### config.mk
export PLATFORM = sky130hd
export DESIGN_NAME = sld_sink_driver
export DESIGN_NICKNAME = d
export VERILOG_FILES = /design/src/sld_pkg.sv /design/src/sld_out_stage.sv /design/src/sld_sink_driver.sv
export VERILOG_INCLUDE_DIRS = /design/src
export SDC_FILE = /design/constraint.sdc
export NUM_CORES = 1
export LEC_CHECK = 0
export ABC_AREA = 1
export BUFFER_PORTS_ARGS = -buffer_cell sky130_fd_sc_hd__buf_4
export CAP_MARGIN = 25
export CORE_UTILIZATION = 45
export DETAILED_ROUTE_END_ITERATION = 10
export SLEW_MARGIN = 20
export SYNTH_ARGS = -nofsm -noshare
export SYNTH_HDL_FRONTEND = slang
export SYNTH_HIERARCHICAL = 1
export SYNTH_SLANG_ARGS = --single-unit
### constraint.sdc
create_clock -name clk -period 1.9 [get_ports clk]
set_clock_uncertainty 0.2 [all_clocks]
set_input_delay 0.285 -clock clk [delete_from_list [all_inputs] [get_ports clk]]
set_output_delay 0.285 -clock clk [all_outputs]
set_load 0.02 [all_outputs]
### src/sld_defs.svh
// Constants for the eight-channel sink driver with a two-wire target port.
// Assumes it is included by both design files by its bare name.
`ifndef SLD_DEFS_SVH
`define SLD_DEFS_SVH

`define SLD_GROUP_ID      4'h6
`define SLD_SUB_WRITE     8'h11
`define SLD_SUB_READ      8'h22
`define SLD_SUB_XFER      8'h44
`define SLD_OUT_OFF       8'h00
`define SLD_SHIFT_RESET   8'h00

`endif

### src/sld_pkg.sv
// Types shared by the sink driver design files.
// Assumes nothing of its surroundings.
package sld_pkg;

  // Bus target sequencer states
  typedef enum logic [3:0] {
    SLD_IDLE,
    SLD_ADDR,
    SLD_ADDR_ACK,
    SLD_SUB,
    SLD_SUB_ACK,
    SLD_WDATA,
    SLD_WDATA_ACK,
    SLD_RDATA,
    SLD_RDATA_ACK,
    SLD_IGNORE
  } sld_state_e;

endpackage

### src/sld_out_stage.sv
// Output stage: gates the storage register onto the eight sink channels.
// Assumes oe_n and over_temp are synchronous to clk.
`include "sld_defs.svh"

module sld_out_stage #(
  parameter int WIDTH = 8
) (
  input  wire logic [WIDTH-1:0] store_data,
  input  wire logic             oe_n,
  input  wire logic             over_temp,
  output logic      [WIDTH-1:0] sink_on
);

  // ************************************************************
  // Transparent gating, no latch between store and buffer
  // ************************************************************
  // A one turns the sink on; enable high or overheating forces all off
  always_comb begin
    if (oe_n || over_temp) begin // RULE5 RULE9
      sink_on = '0;
    end else begin
      sink_on = store_data; // RULE6 RULE7
    end
  end

endmodule

### src/sld_sink_driver.sv
// Eight-channel low-side sink driver behind a two-wire bus target.
// Assumes scl and sda_in are synchronous to clk and already filtered.
//
// Behaviour
// RULE1: An 8-bit shift register feeds an 8-bit storage register driving the outputs.
// RULE2: Data is shifted in only after group identifier and device address both match.
// RULE3: The controller sends a subaddress that selects write, read-back or transfer.
// RULE4: Three subaddress codes each make one strobe for write, read and transfer.
// RULE5: Output enable high turns all eight sinks off.
// RULE6: Output enable low passes the storage register straight to the buffers.
// RULE7: A zero bit leaves its sink off and a one bit turns it on.
// RULE8: Power-up clear sets every internal register to the all-off value.
// RULE9: An overtemperature report forces all sinks off.
// RULE10: Data is only pulled low open-drain, for acknowledge and read data.
// RULE11: Power-up clear returns the bus sequencer to idle and all outputs off.
// RULE12: The three address-select pins must match the low address bits.
`include "sld_defs.svh"

module sld_sink_driver #(
  parameter int WIDTH = 8
) (
  input  wire logic clk,
  input  wire logic reset,
  input  wire logic scl,
  input  wire logic sda_in,
  output logic      sda_out,
  output logic      sda_oe,
  input  wire logic addr_select_bit0,
  input  wire logic addr_select_bit1,
  input  wire logic addr_select_bit2,
  input  wire logic oe_n,
  input  wire logic over_temp,
  output logic      sink_out_0,
  output logic      sink_out_1,
  output logic      sink_out_2,
  output logic      sink_out_3,
  output logic      sink_out_4,
  output logic      sink_out_5,
  output logic      sink_out_6,
  output logic      sink_out_7
);

  // ************************************************************
  // Bus line edge and condition detection
  // ************************************************************
  logic                   scl_d;
  logic                   sda_d;
  logic                   scl_rise;
  logic                   scl_fall;
  logic                   start_cond;
  logic                   stop_cond;
  sld_pkg::sld_state_e    state;
  logic [7:0]             rx_byte;
  logic [3:0]             bit_cnt;
  logic [7:0]             sub_code;
  logic [WIDTH-1:0]       shift_reg;
  logic [WIDTH-1:0]       store_reg;
  logic [WIDTH-1:0]       sink_on;
  logic [7:0]             tx_byte;
  logic                   addr_match;
  logic                   wr_strobe;
  logic                   rd_strobe;
  logic                   xfer_strobe;
  logic                   byte_done;
  logic [7:0]             next_rx_byte;
  logic                   ack_low;
  logic                   ack_state;
  logic                   ack_phase;
  logic                   rd_again;

  // Previous line levels for edge detection
  always_ff @(posedge clk or posedge reset) begin
    if (reset) begin
      scl_d <= 1'b1;
      sda_d <= 1'b1;
    end else begin
      scl_d <= scl;
      sda_d <= sda_in;
    end
  end

  assign scl_rise   = scl & ~scl_d;
  assign scl_fall   = ~scl & scl_d;
  assign start_cond = scl & scl_d & sda_d & ~sda_in;
  assign stop_cond  = scl & scl_d & ~sda_d & sda_in;

  // ************************************************************
  // Receive shifter and bit counter
  // ************************************************************
  assign next_rx_byte = {rx_byte[6:0], sda_in};
  assign byte_done    = scl_rise && (bit_cnt == 4'h7);

  // Upper nibble group id, next three bits the pin address, low bit read flag
  assign addr_match = (next_rx_byte[7:4] == `SLD_GROUP_ID) && // RULE2
                      (next_rx_byte[3:1] == {addr_select_bit2, addr_select_bit1,
                                             addr_select_bit0}); // RULE12

  // Bits sampled on rising clock; counter cleared at each start and wrapped to zero on the eighth bit
  always_ff @(posedge clk or posedge reset) begin
    if (reset) begin
      rx_byte <= 8'h00;
      bit_cnt <= 4'h0;
    end else if (start_cond) begin
      bit_cnt <= 4'h0;
    end else if (scl_rise) begin
      if (state == sld_pkg::SLD_ADDR || state == sld_pkg::SLD_SUB ||
          state == sld_pkg::SLD_WDATA || state == sld_pkg::SLD_RDATA) begin
        rx_byte <= next_rx_byte;
        bit_cnt <= (bit_cnt == 4'h7) ? 4'h0 : bit_cnt + 4'h1;
      end
    end
  end

  // ************************************************************
  // Bus target sequencer
  // ************************************************************
  // Ninth-bit slot of every byte, whoever drives it
  assign ack_state = (state == sld_pkg::SLD_ADDR_ACK) ||
                     (state == sld_pkg::SLD_SUB_ACK) ||
                     (state == sld_pkg::SLD_WDATA_ACK) ||
                     (state == sld_pkg::SLD_RDATA_ACK);

  // An acknowledge slot spans two falling clocks: the first opens it, the
  // second closes it, so the ninth pulse is never taken as a data bit
  always_ff @(posedge clk or posedge reset) begin
    if (reset) begin
      ack_phase <= 1'b0;
    end else if (start_cond || stop_cond || byte_done) begin
      ack_phase <= 1'b0;
    end else if (scl_fall && ack_state) begin
      ack_phase <= ~ack_phase;
    end
  end

  // Read flag is ignored: direction comes from the subaddress in this block
  always_ff @(posedge clk or posedge reset) begin
    if (reset) begin
      state <= sld_pkg::SLD_IDLE; // RULE11
    end else if (start_cond) begin
      state <= sld_pkg::SLD_ADDR;
    end else if (stop_cond) begin
      state <= sld_pkg::SLD_IDLE;
    end else if (scl_fall && ack_state && ack_phase) begin
      case (state)
        sld_pkg::SLD_ADDR_ACK: begin
          state <= sld_pkg::SLD_SUB;
        end
        sld_pkg::SLD_SUB_ACK: begin
          if (sub_code == `SLD_SUB_READ) begin
            state <= sld_pkg::SLD_RDATA;
          end else if (sub_code == `SLD_SUB_WRITE) begin
            state <= sld_pkg::SLD_WDATA;
          end else begin
            state <= sld_pkg::SLD_IGNORE;
          end
        end
        sld_pkg::SLD_WDATA_ACK: begin
          state <= sld_pkg::SLD_WDATA;
        end
        sld_pkg::SLD_RDATA_ACK: begin
          // A released slot from the controller ends the read-back
          state <= ack_low ? sld_pkg::SLD_RDATA : sld_pkg::SLD_IGNORE;
        end
        default: begin
          state <= state;
        end
      endcase
    end else if (byte_done) begin
      case (state)
        sld_pkg::SLD_ADDR: begin
          state <= addr_match ? sld_pkg::SLD_ADDR_ACK : sld_pkg::SLD_IGNORE; // RULE2
        end
        sld_pkg::SLD_SUB: begin
          state <= sld_pkg::SLD_SUB_ACK;
        end
        sld_pkg::SLD_WDATA: begin
          state <= sld_pkg::SLD_WDATA_ACK;
        end
        sld_pkg::SLD_RDATA: begin
          state <= sld_pkg::SLD_RDATA_ACK;
        end
        default: begin
          state <= state;
        end
      endcase
    end
  end

  // Target releases the line during read ack; a high there ends the read
  always_ff @(posedge clk or posedge reset) begin
    if (reset) begin
      ack_low <= 1'b0;
    end else if (scl_rise && state == sld_pkg::SLD_RDATA_ACK) begin
      ack_low <= ~sda_in;
    end
  end

  // ************************************************************
  // Subaddress decode and control strobes
  // ************************************************************
  always_ff @(posedge clk or posedge reset) begin
    if (reset) begin
      sub_code <= 8'h00; // RULE8
    end else if (byte_done && state == sld_pkg::SLD_SUB) begin
      sub_code <= next_rx_byte; // RULE3
    end
  end

  // One strobe per code; transfer fires once its subaddress is taken
  assign wr_strobe   = byte_done && state == sld_pkg::SLD_WDATA; // RULE4
  assign rd_strobe   = scl_fall && ack_phase && state == sld_pkg::SLD_SUB_ACK &&
                       sub_code == `SLD_SUB_READ; // RULE4
  assign rd_again    = scl_fall && ack_phase && state == sld_pkg::SLD_RDATA_ACK && ack_low;
  assign xfer_strobe = byte_done && state == sld_pkg::SLD_SUB &&
                       next_rx_byte == `SLD_SUB_XFER; // RULE4

  // ************************************************************
  // Shift and storage registers
  // ************************************************************
  // Data is taken only in the write phase, reached after an address match;
  // a byte commits on its eighth bit so the rising clock of a stop adds no stray bit
  always_ff @(posedge clk or posedge reset) begin
    if (reset) begin
      shift_reg <= `SLD_SHIFT_RESET; // RULE8
    end else if (wr_strobe) begin
      shift_reg <= WIDTH'(next_rx_byte); // RULE1 RULE2
    end
  end

  // Storage updates only on the transfer strobe, so writes do not flicker
  always_ff @(posedge clk or posedge reset) begin
    if (reset) begin
      store_reg <= `SLD_OUT_OFF; // RULE8 RULE11
    end else if (xfer_strobe) begin
      store_reg <= shift_reg; // RULE1
    end
  end

  // Read-back returns the shift register as last written
  always_ff @(posedge clk or posedge reset) begin
    if (reset) begin
      tx_byte <= 8'h00;
    end else if (rd_strobe || rd_again) begin
      tx_byte <= 8'(shift_reg);
    end else if (scl_fall && state == sld_pkg::SLD_RDATA) begin
      tx_byte <= {tx_byte[6:0], 1'b1};
    end
  end

  // ************************************************************
  // Open-drain data line
  // ************************************************************
  // Only ever pulls low, and only while scl is low, so no false start or stop
  // is made; the first read bit goes out on the fall that closes the ack slot
  always_ff @(posedge clk or posedge reset) begin
    if (reset) begin
      sda_oe <= 1'b0;
    end else if (start_cond || stop_cond) begin
      sda_oe <= 1'b0;
    end else if (rd_strobe || rd_again) begin
      sda_oe <= ~shift_reg[WIDTH-1]; // RULE10
    end else if (scl_fall && state == sld_pkg::SLD_RDATA) begin
      sda_oe <= ~tx_byte[6]; // RULE10
    end else if (scl_fall && ack_state) begin
      // Pull on opening our own ack slot; release for the controller's
      sda_oe <= ~ack_phase && (state != sld_pkg::SLD_RDATA_ACK); // RULE10
    end
  end

  assign sda_out = 1'b0; // RULE10

  // ************************************************************
  // Output stage
  // ************************************************************
  sld_out_stage #(
    .WIDTH (WIDTH)
  ) sld_out_stage_i (
    .store_data (store_reg),
    .oe_n       (oe_n),
    .over_temp  (over_temp),
    .sink_on    (sink_on)
  );

  assign {sink_out_7, sink_out_6, sink_out_5, sink_out_4,
          sink_out_3, sink_out_2, sink_out_1, sink_out_0} = 8'(sink_on);

  // ************************************************************
  // Checks
  // ************************************************************
  AST_OE_OFF: assert property (@(posedge clk) disable iff (reset)
    oe_n |-> (sink_on == '0)) else $error("sinks on while enable high"); // RULE5
  AST_PASS: assert property (@(posedge clk) disable iff (reset)
    (!oe_n && !over_temp) |-> (sink_on == store_reg)) else $error("store not passed"); // RULE6
  AST_HOT: assert property (@(posedge clk) disable iff (reset)
    over_temp |-> (sink_out_0 == 1'b0 && sink_on == '0)) else $error("sinks on while hot"); // RULE9
  AST_XFER: assert property (@(posedge clk) disable iff (reset)
    xfer_strobe |=> (store_reg == $past(shift_reg))) else $error("transfer lost"); // RULE1
  AST_HOLD: assert property (@(posedge clk) disable iff (reset)
    !xfer_strobe |=> $stable(store_reg)) else $error("store changed without transfer"); // RULE4
  AST_SHIFT_GATE: assert property (@(posedge clk) disable iff (reset)
    (state != sld_pkg::SLD_WDATA) |=> $stable(shift_reg)) else $error("shift outside write"); // RULE2
  AST_NOMATCH: assert property (@(posedge clk) disable iff (reset)
    (byte_done && state == sld_pkg::SLD_ADDR && !addr_match) |=>
      (state == sld_pkg::SLD_IGNORE)) else $error("foreign address answered"); // RULE12
  AST_SUB: assert property (@(posedge clk) disable iff (reset)
    (byte_done && state == sld_pkg::SLD_SUB) |=> (sub_code == $past(next_rx_byte)))
    else $error("subaddress not taken"); // RULE3
  AST_OD_SLOT: assert property (@(posedge clk) disable iff (reset)
    sda_oe |-> (ack_state || state == sld_pkg::SLD_RDATA))
    else $error("data line pulled outside a slot"); // RULE10
  AST_DRIVE_LOW: assert property (@(posedge clk) disable iff (reset)
    sda_out == 1'b0) else $error("data line driven high"); // RULE10
  AST_IDLE_QUIET: assert property (@(posedge clk) disable iff (reset)
    (state == sld_pkg::SLD_IGNORE) ##1 (state == sld_pkg::SLD_IGNORE) |-> !sda_oe)
    else $error("line pulled while ignoring"); // RULE11

endmodule

==> results of run 1 <==
-- power by group --
group,internal (W),switching (W),leakage (nW)
clock,0.000427,0.000354,0.0612
combinational,0.000178,0.000270,0.845
sequential,0.00119,0.0000969,0.690
total,0.00180,0.000721,1.60
-- final cells by class --
cell class	count	area (um^2)
multi-input combinational	233	1180
timing repair buffer	31	268
fill	526	2510
inverter	51	194
sequential	51	1280
clock inverter	2	35.0
tap	72	90.1
clock buffer	6	82.6
-- metrics by stage --
stage          setup TNS [ns]   util  power, W
5_1_grt                -0.102  0.554   0.00268
2_1_floorplan               0      -   0.00157
4_1_cts                     0  0.545   0.00253
3_3_place_gp                0  0.517   0.00173
6_report                    0  0.554   0.00252
3_5_place_dp                0  0.517   0.00174
-- logic make-up (layout without fill, tap and decap cells) --
group | count (synthesis) | in the layout
AND/OR/NAND/NOR | 178 | 178
buffers and inverters | 57 | 90
AO/OA/AOI/OAI | 51 | 51
flip-flops | 51 | 51
XOR/XNOR | 2 | 2
adder cells (fa/ha/maj) | 1 | 1
other | 1 | 1
-- final timing paths --
| check | slack, ns | to | startpoint |
|---|---|---|---|
| setup / recovery | 0.09 | store_reg[0] | bit_cnt[0] |
| hold / removal | 0.03 | rx_byte[0] | sda_in |
| setup reg to reg | 0.09 | store_reg[0] | bit_cnt[0] |
| hold reg to reg | 0.29 | rx_byte[6] | rx_byte[5] |
| max in group asynchronous | 0.84 | sda_d | reset |
| min in group asynchronous | 0.38 | rx_byte[6] | reset |
-- cell usage after synthesis (all sizes together) --
master    n
nand3    20
o21ai    40
dfrtp    49
a21oi     5
inv      51
dfstp     2
o211ai    1
buf       6
nor3      3
xnor2     1
nand2   113
nor2     39
a21boi    1
o31ai     2
a22oi     2
conb      1
and2      1
xor2      1
nand4     2
ha        1
-- repair_timing --
item                       CTS  global route
hold endpoints to repair    51             0
hold buffers                 4             0
gates resized for setup      0             8
setup endpoints to repair    0            33
buffers inserted             0             3
-- layer usage --
layer	track usage	vias to the layer above	wire [um]
li1	-	1121	-
met1	0.252	994	2640
met2	0.324	31	2480
met3	0.0356	4	166
met4	0.0818	0	59
met5	0	-	0
-- worst register-to-register path: cells and delay by family, from the launching register on --
kind            cells  cell delay (ns)
buf+inv             2             0.31
flops               1             0.39
simple gates        5             0.55
compound gates      1             0.05
fa+ha+maj           1             0.20
==> impl_results.md, run 1 <==
- Worst reg-to-reg path cell count: 9
- Synth Area in Adders: 0.00465
- Drt total wl: 5.34 mm
- Tcrit/Tclk final: 0.952
- Synth area leader: dfrtp_1
- Initial antenna violation count: 0
- Die height: between 70 and 80 um
- DP Area: about 2900 um^2
- Final ANT Viol Nets: 0
- Placer Congestion: 0.844
- H-tree depth: 2
- HPWL Detailed: between 3 and 4 mm
- Ant. Diodes: 0
- CP max FO: 16
- Hold WS: approximately 0.034 ns
- WP data required: 1.89 ns
- Sink Count: between 50 and 60
- Sequential-to-total area share from yosys stat: 0.475
- Xor/xnor share of the synthesized area: 0.00651
- VDD IR max: ~0.00056 V
- Critical path class: flop to flop
- Critical path arrival: 1.80 ns
- Pre-CTS setup slack: 0.0122 ns
- CTS Buf Count: 5
- Family with the most delay on the worst path: simple AND/OR/NAND/NOR gates
- Routed len/inst: 12.0 um
- Port bufs: 17
- Critical path's slowest cell: dfrtp_1
- Max-cap viol count: 0
- Die Wd: a little under 80 um
- Largest family of logic cells by synthesized area: simple AND/OR/NAND/NOR gates
- Ranking of synthesized cells by area: dfrtp_1 46%, nand2_1 15%, inv_1 6.1%
- Netlist cell types: 32
- Worst-path cell chain: ha_1, nand2_1, nor2_4, nand2_1, inv_2, nand4_4, buf_12, nand2_1, o21ai_2
- Min-Delay Path Class: primary input to flop
- Yosys top cell area share: 0.455
- Die footprint: 6300 um^2
- Total core area: 5640 um^2
- Mux cell area share after synthesis: 0
- Register clock-pin slew on the reported worst setup and hold paths: about 0.090 ns
- Routed via count divided by cell count: roughly 4.8
- Slew Limit Fails: 0
- Overall Global Routing Usage: 0.196
- Cell area power density: 805 nW/um^2
- Avg Inst Size Synth: 7.90 um^2
- Status: completed
- Crit path top cell by count: nand2_1
- Drt first pass iters: 4
- Leakage: 1.60 nW
- Final setup margin: about 0.090 ns
- Syn Inst Count: 341
- Clk buf depth: 2
- Most common cell after layout, fill and taps aside: nand2_1
- Layout cells sized above 1: 0.225
- Remaining global-route overflow: 0
- Syn Nets: 351
- Final Instance Count excl. Fillers: around 450
- Synthesized area: about 2700 um^2
- Initial Util: 0.477
- WP depth: 9
- CP bufs+invs: 2
- Critical Path Start Type: flop
- Largest net degree at the start of global routing: 52
- Final net count: between 300 and 400
- Simple-gate area share of the yosys netlist: 0.303
- Hold depth: 3
- Vias in the first global route: approximately 2100
- Yosys warns: 6
- Dpl cells: between 400 and 500
- Crit-path max cell delay: ~0.39 ns
- Post-synthesis compound-gate area fraction: 0.116
- Rows: 27
- Via count: about 2200
- #FFs+latches synth: around 50
- DR DRC count: 0
- CTS tree: yes
- Num ports: 19
- Worst-Skew Late Latency: 0.30 ns
- First-pass GRT wire length: between 9 and 10 mm
- Starting DRT DRC Count: 159
- Hold Fails Final Rpt: 0
- Period minus WS final: around 1.8 ns
- CP endpoint kind: flop
- Commonest cells after routing, fill and taps aside: 106 x nand2_1, 48 x dfrtp_1, 40 x inv_1
- Post-route design area: approximately 3100 um^2
- Highest clock rate: 553 MHz
- Root buf cell: clkbuf_8
- Area growth, synth to finish: 16.2%
- # setup viols final: 0
Note: power is estimated with default switching activity, not from simulation.
==> run 2, diff against run 1 <==
==> constraint.sdc (replaced) <==
create_clock -name clk -period 1.8 [get_ports clk]
set_clock_uncertainty 0.2 [all_clocks]
set_input_delay 0.27 -clock clk [delete_from_list [all_inputs] [get_ports clk]]
set_output_delay 0.27 -clock clk [all_outputs]
set_load 0.02 [all_outputs]
==> run 2 against run 1 <==
Sequential power increased by 5%. Hold slack got worse by 0.024 ns. Clock power increased by 2%. First-iteration DRC count increased by 5.7%. Maximum frequency increased by 6.6%. Count of clock-buffer cells in the layout decreased by 1. Sequential share of layout area increased by 0.13 points. Design area decreased by 0.12%. Die area unchanged. Combinational power increased by 3%.
==> impl_results.md, run 2 (synthesis gave the netlist of run 1 again) <==
- Worst reg-to-reg path cell count: 9 (unchanged)
- Initial antenna violation count: 0 (unchanged)
- Placer Congestion: 0.817 (-3.1%)
- Final Instance Count excl. Fillers: 446 (unchanged)
- Die height: 79.4 um (unchanged)
- Pre-CTS setup slack: 0.0148 ns (+0.00258 ns)
- Routed len/inst: 11.9 um (-0.82%)
- Critical path's slowest cell: dfrtp_1
- Critical path arrival: 1.69 ns (-0.11 ns)
- Tcrit/Tclk final: 0.943 (-0.00890)
- DR DRC count: 0 (unchanged)
- # setup viols final: 0 (unchanged)
- Leakage: 1.58 nW (-1.3%)
- Dpl cells: 434 (+0.70%)
- CP max FO: 16 (unchanged)
- VDD IR max: 0.000478 V (-15%)
- CP endpoint kind: flop
- Die footprint: 6300 um^2 (unchanged)
- Overall Global Routing Usage: 0.198 (+0.00177)
- Crit-path max cell delay: 0.40 ns (about the same)
- Final net count: 383 (unchanged)
- Final ANT Viol Nets: 0 (unchanged)
- Period minus WS final: 1.70 ns (-0.111 ns)
- Ant. Diodes: 0 (unchanged)
- Clk buf depth: 2 (unchanged)
- Final setup margin: 0.102 ns (+0.0113 ns)
- Max-cap viol count: 0 (unchanged)
- Starting DRT DRC Count: 168 (+5.7%)
- Drt first pass iters: 4 (unchanged)
- HPWL Detailed: 3.86 mm (-0.34%)
- H-tree depth: 2 (unchanged)
- Most common cell after layout, fill and taps aside: nand2_1
- Total core area: 5640 um^2 (unchanged)
- Area growth, synth to finish: 16.0%
- Num ports: 19 (unchanged)
- Post-route design area: 3120 um^2 (-0.12%)
- Worst-path cell chain: ha_2, nand2_1, nor2_2, nand2_1, inv_2, nand4_4, buf_12, nand2_1, o21ai_2
- Highest clock rate: 589 MHz (+6.6%)
- Commonest cells after routing, fill and taps aside: 106 x nand2_1, 46 x dfrtp_1, 42 x inv_1
- Remaining global-route overflow: 0 (unchanged)
- Min-Delay Path Class: primary input to flop
- Initial Util: 0.477 (unchanged)
- Die Wd: 79.4 um (unchanged)
- Routed via count divided by cell count: 4.85 (+0.56%)
- Port bufs: 17 (unchanged)
- Cell area power density: 839 nW/um^2 (+4.2%)
- Rows: 27 (unchanged)
- WP data required: 1.80 ns (-0.09 ns)
- Largest net degree at the start of global routing: 52 (unchanged)
- Slew Limit Fails: 0 (unchanged)
- Sink Count: 51 (unchanged)
- Layout cells sized above 1: 0.233 (+0.00802)
- CTS Buf Count: 5 (unchanged)
- Register clock-pin slew on the reported worst setup and hold paths: 0.10 ns (about the same)
- Worst-Skew Late Latency: 0.30 ns (about the same)
- DP Area: 2940 um^2 (+0.77%)
- Critical Path Start Type: flop
- CTS tree: yes
- Final TNS setup: 0 ns (unchanged)
- Critical path class: flop to flop
- Status: completed
- Via count: 2162 (+0.56%)
- Crit path top cell by count: nand2_1
- RSZ-0062 raised after global routing: yes
- Drt total wl: 5.30 mm (-0.82%)
- Hold Fails Final Rpt: 0 (unchanged)
- First-pass GRT wire length: 9.53 mm (+0.87%)
- Hold depth: 3 (unchanged)
- Root buf cell: clkbuf_8
- Setup slack, reg-to-reg: 0.10 ns (about the same)
- Vias in the first global route: 2046 (-0.73%)
## run 2: cell count changes in the layout (fill, tap and decap cells not counted), sizes merged
| cell | before | now |
|---|---|---|
| buf | 27 | 28 |
| clkbuf | 6 | 5 |
| clkinv | 1 | 2 |
| dlygate4sd3 | 4 | 3 |
## run 2: worst paths after layout
path | startpoint | end
max | bit_cnt[0] | store_reg[1]
min | sda_in | rx_byte[0]
max reg2reg | bit_cnt[0] | store_reg[1]
min reg2reg | tx_byte[0] | tx_byte[0]
max in group asynchronous | reset | scl_d
min in group asynchronous | reset | store_reg[7]
## run 2: power by group
part	internal (W)	switching [W]
clock	0.000414	0.000385
combinational	0.000178	0.000283
sequential	0.00126	0.0000998
total	0.00185	0.000768
## run 2: metrics by stage
step                      hold slack [ns]  utilization  power [W]
after floorplan                    0.0745            -    0.00166
after global placement              0.143        0.521    0.00183
after detailed placement            0.147        0.521    0.00183
after CTS                         0.00390        0.546    0.00265
after global routing               0.0341        0.554    0.00279
final                              0.0102        0.554    0.00262
## run 2: repair_timing
action | CTS | global route
endpoints found under the hold margin | 52 | 0
hold buffers | 3 | 0
endpoints found under the setup margin | 0 | 24
setup buffers | 0 | 1
gates resized for setup | 0 | 10
## run 2: final cells by class
class / count / area (um^2)
Fill cell: 529 / 2520
Inverter: 51 / 194
Multi-Input combinational cell: 233 / 1180
Tap cell: 72 / 90.1
Timing Repair Buffer: 31 / 265
Clock buffer: 5 / 68.8
Sequential cell: 51 / 1280
Clock inverter: 3 / 43.8
## run 2: routing by layer
layer | routed length (um) | share of wire | track usage
met1 | 2610 | 0.49 | 0.264
met5 | 0 | 0 | 0
met4 | 127 | 0.024 | 0.0782
met3 | 140 | 0.026 | 0.0402
met2 | 2420 | 0.46 | 0.315
## run 2: critical path, delay by kind of cell (launching register included)
family	cells	cell delay, ns
fa+ha+maj	1	0.20
flops	1	0.40
simple gates	5	0.47
compound gates	1	0.05
buf+inv	2	0.28
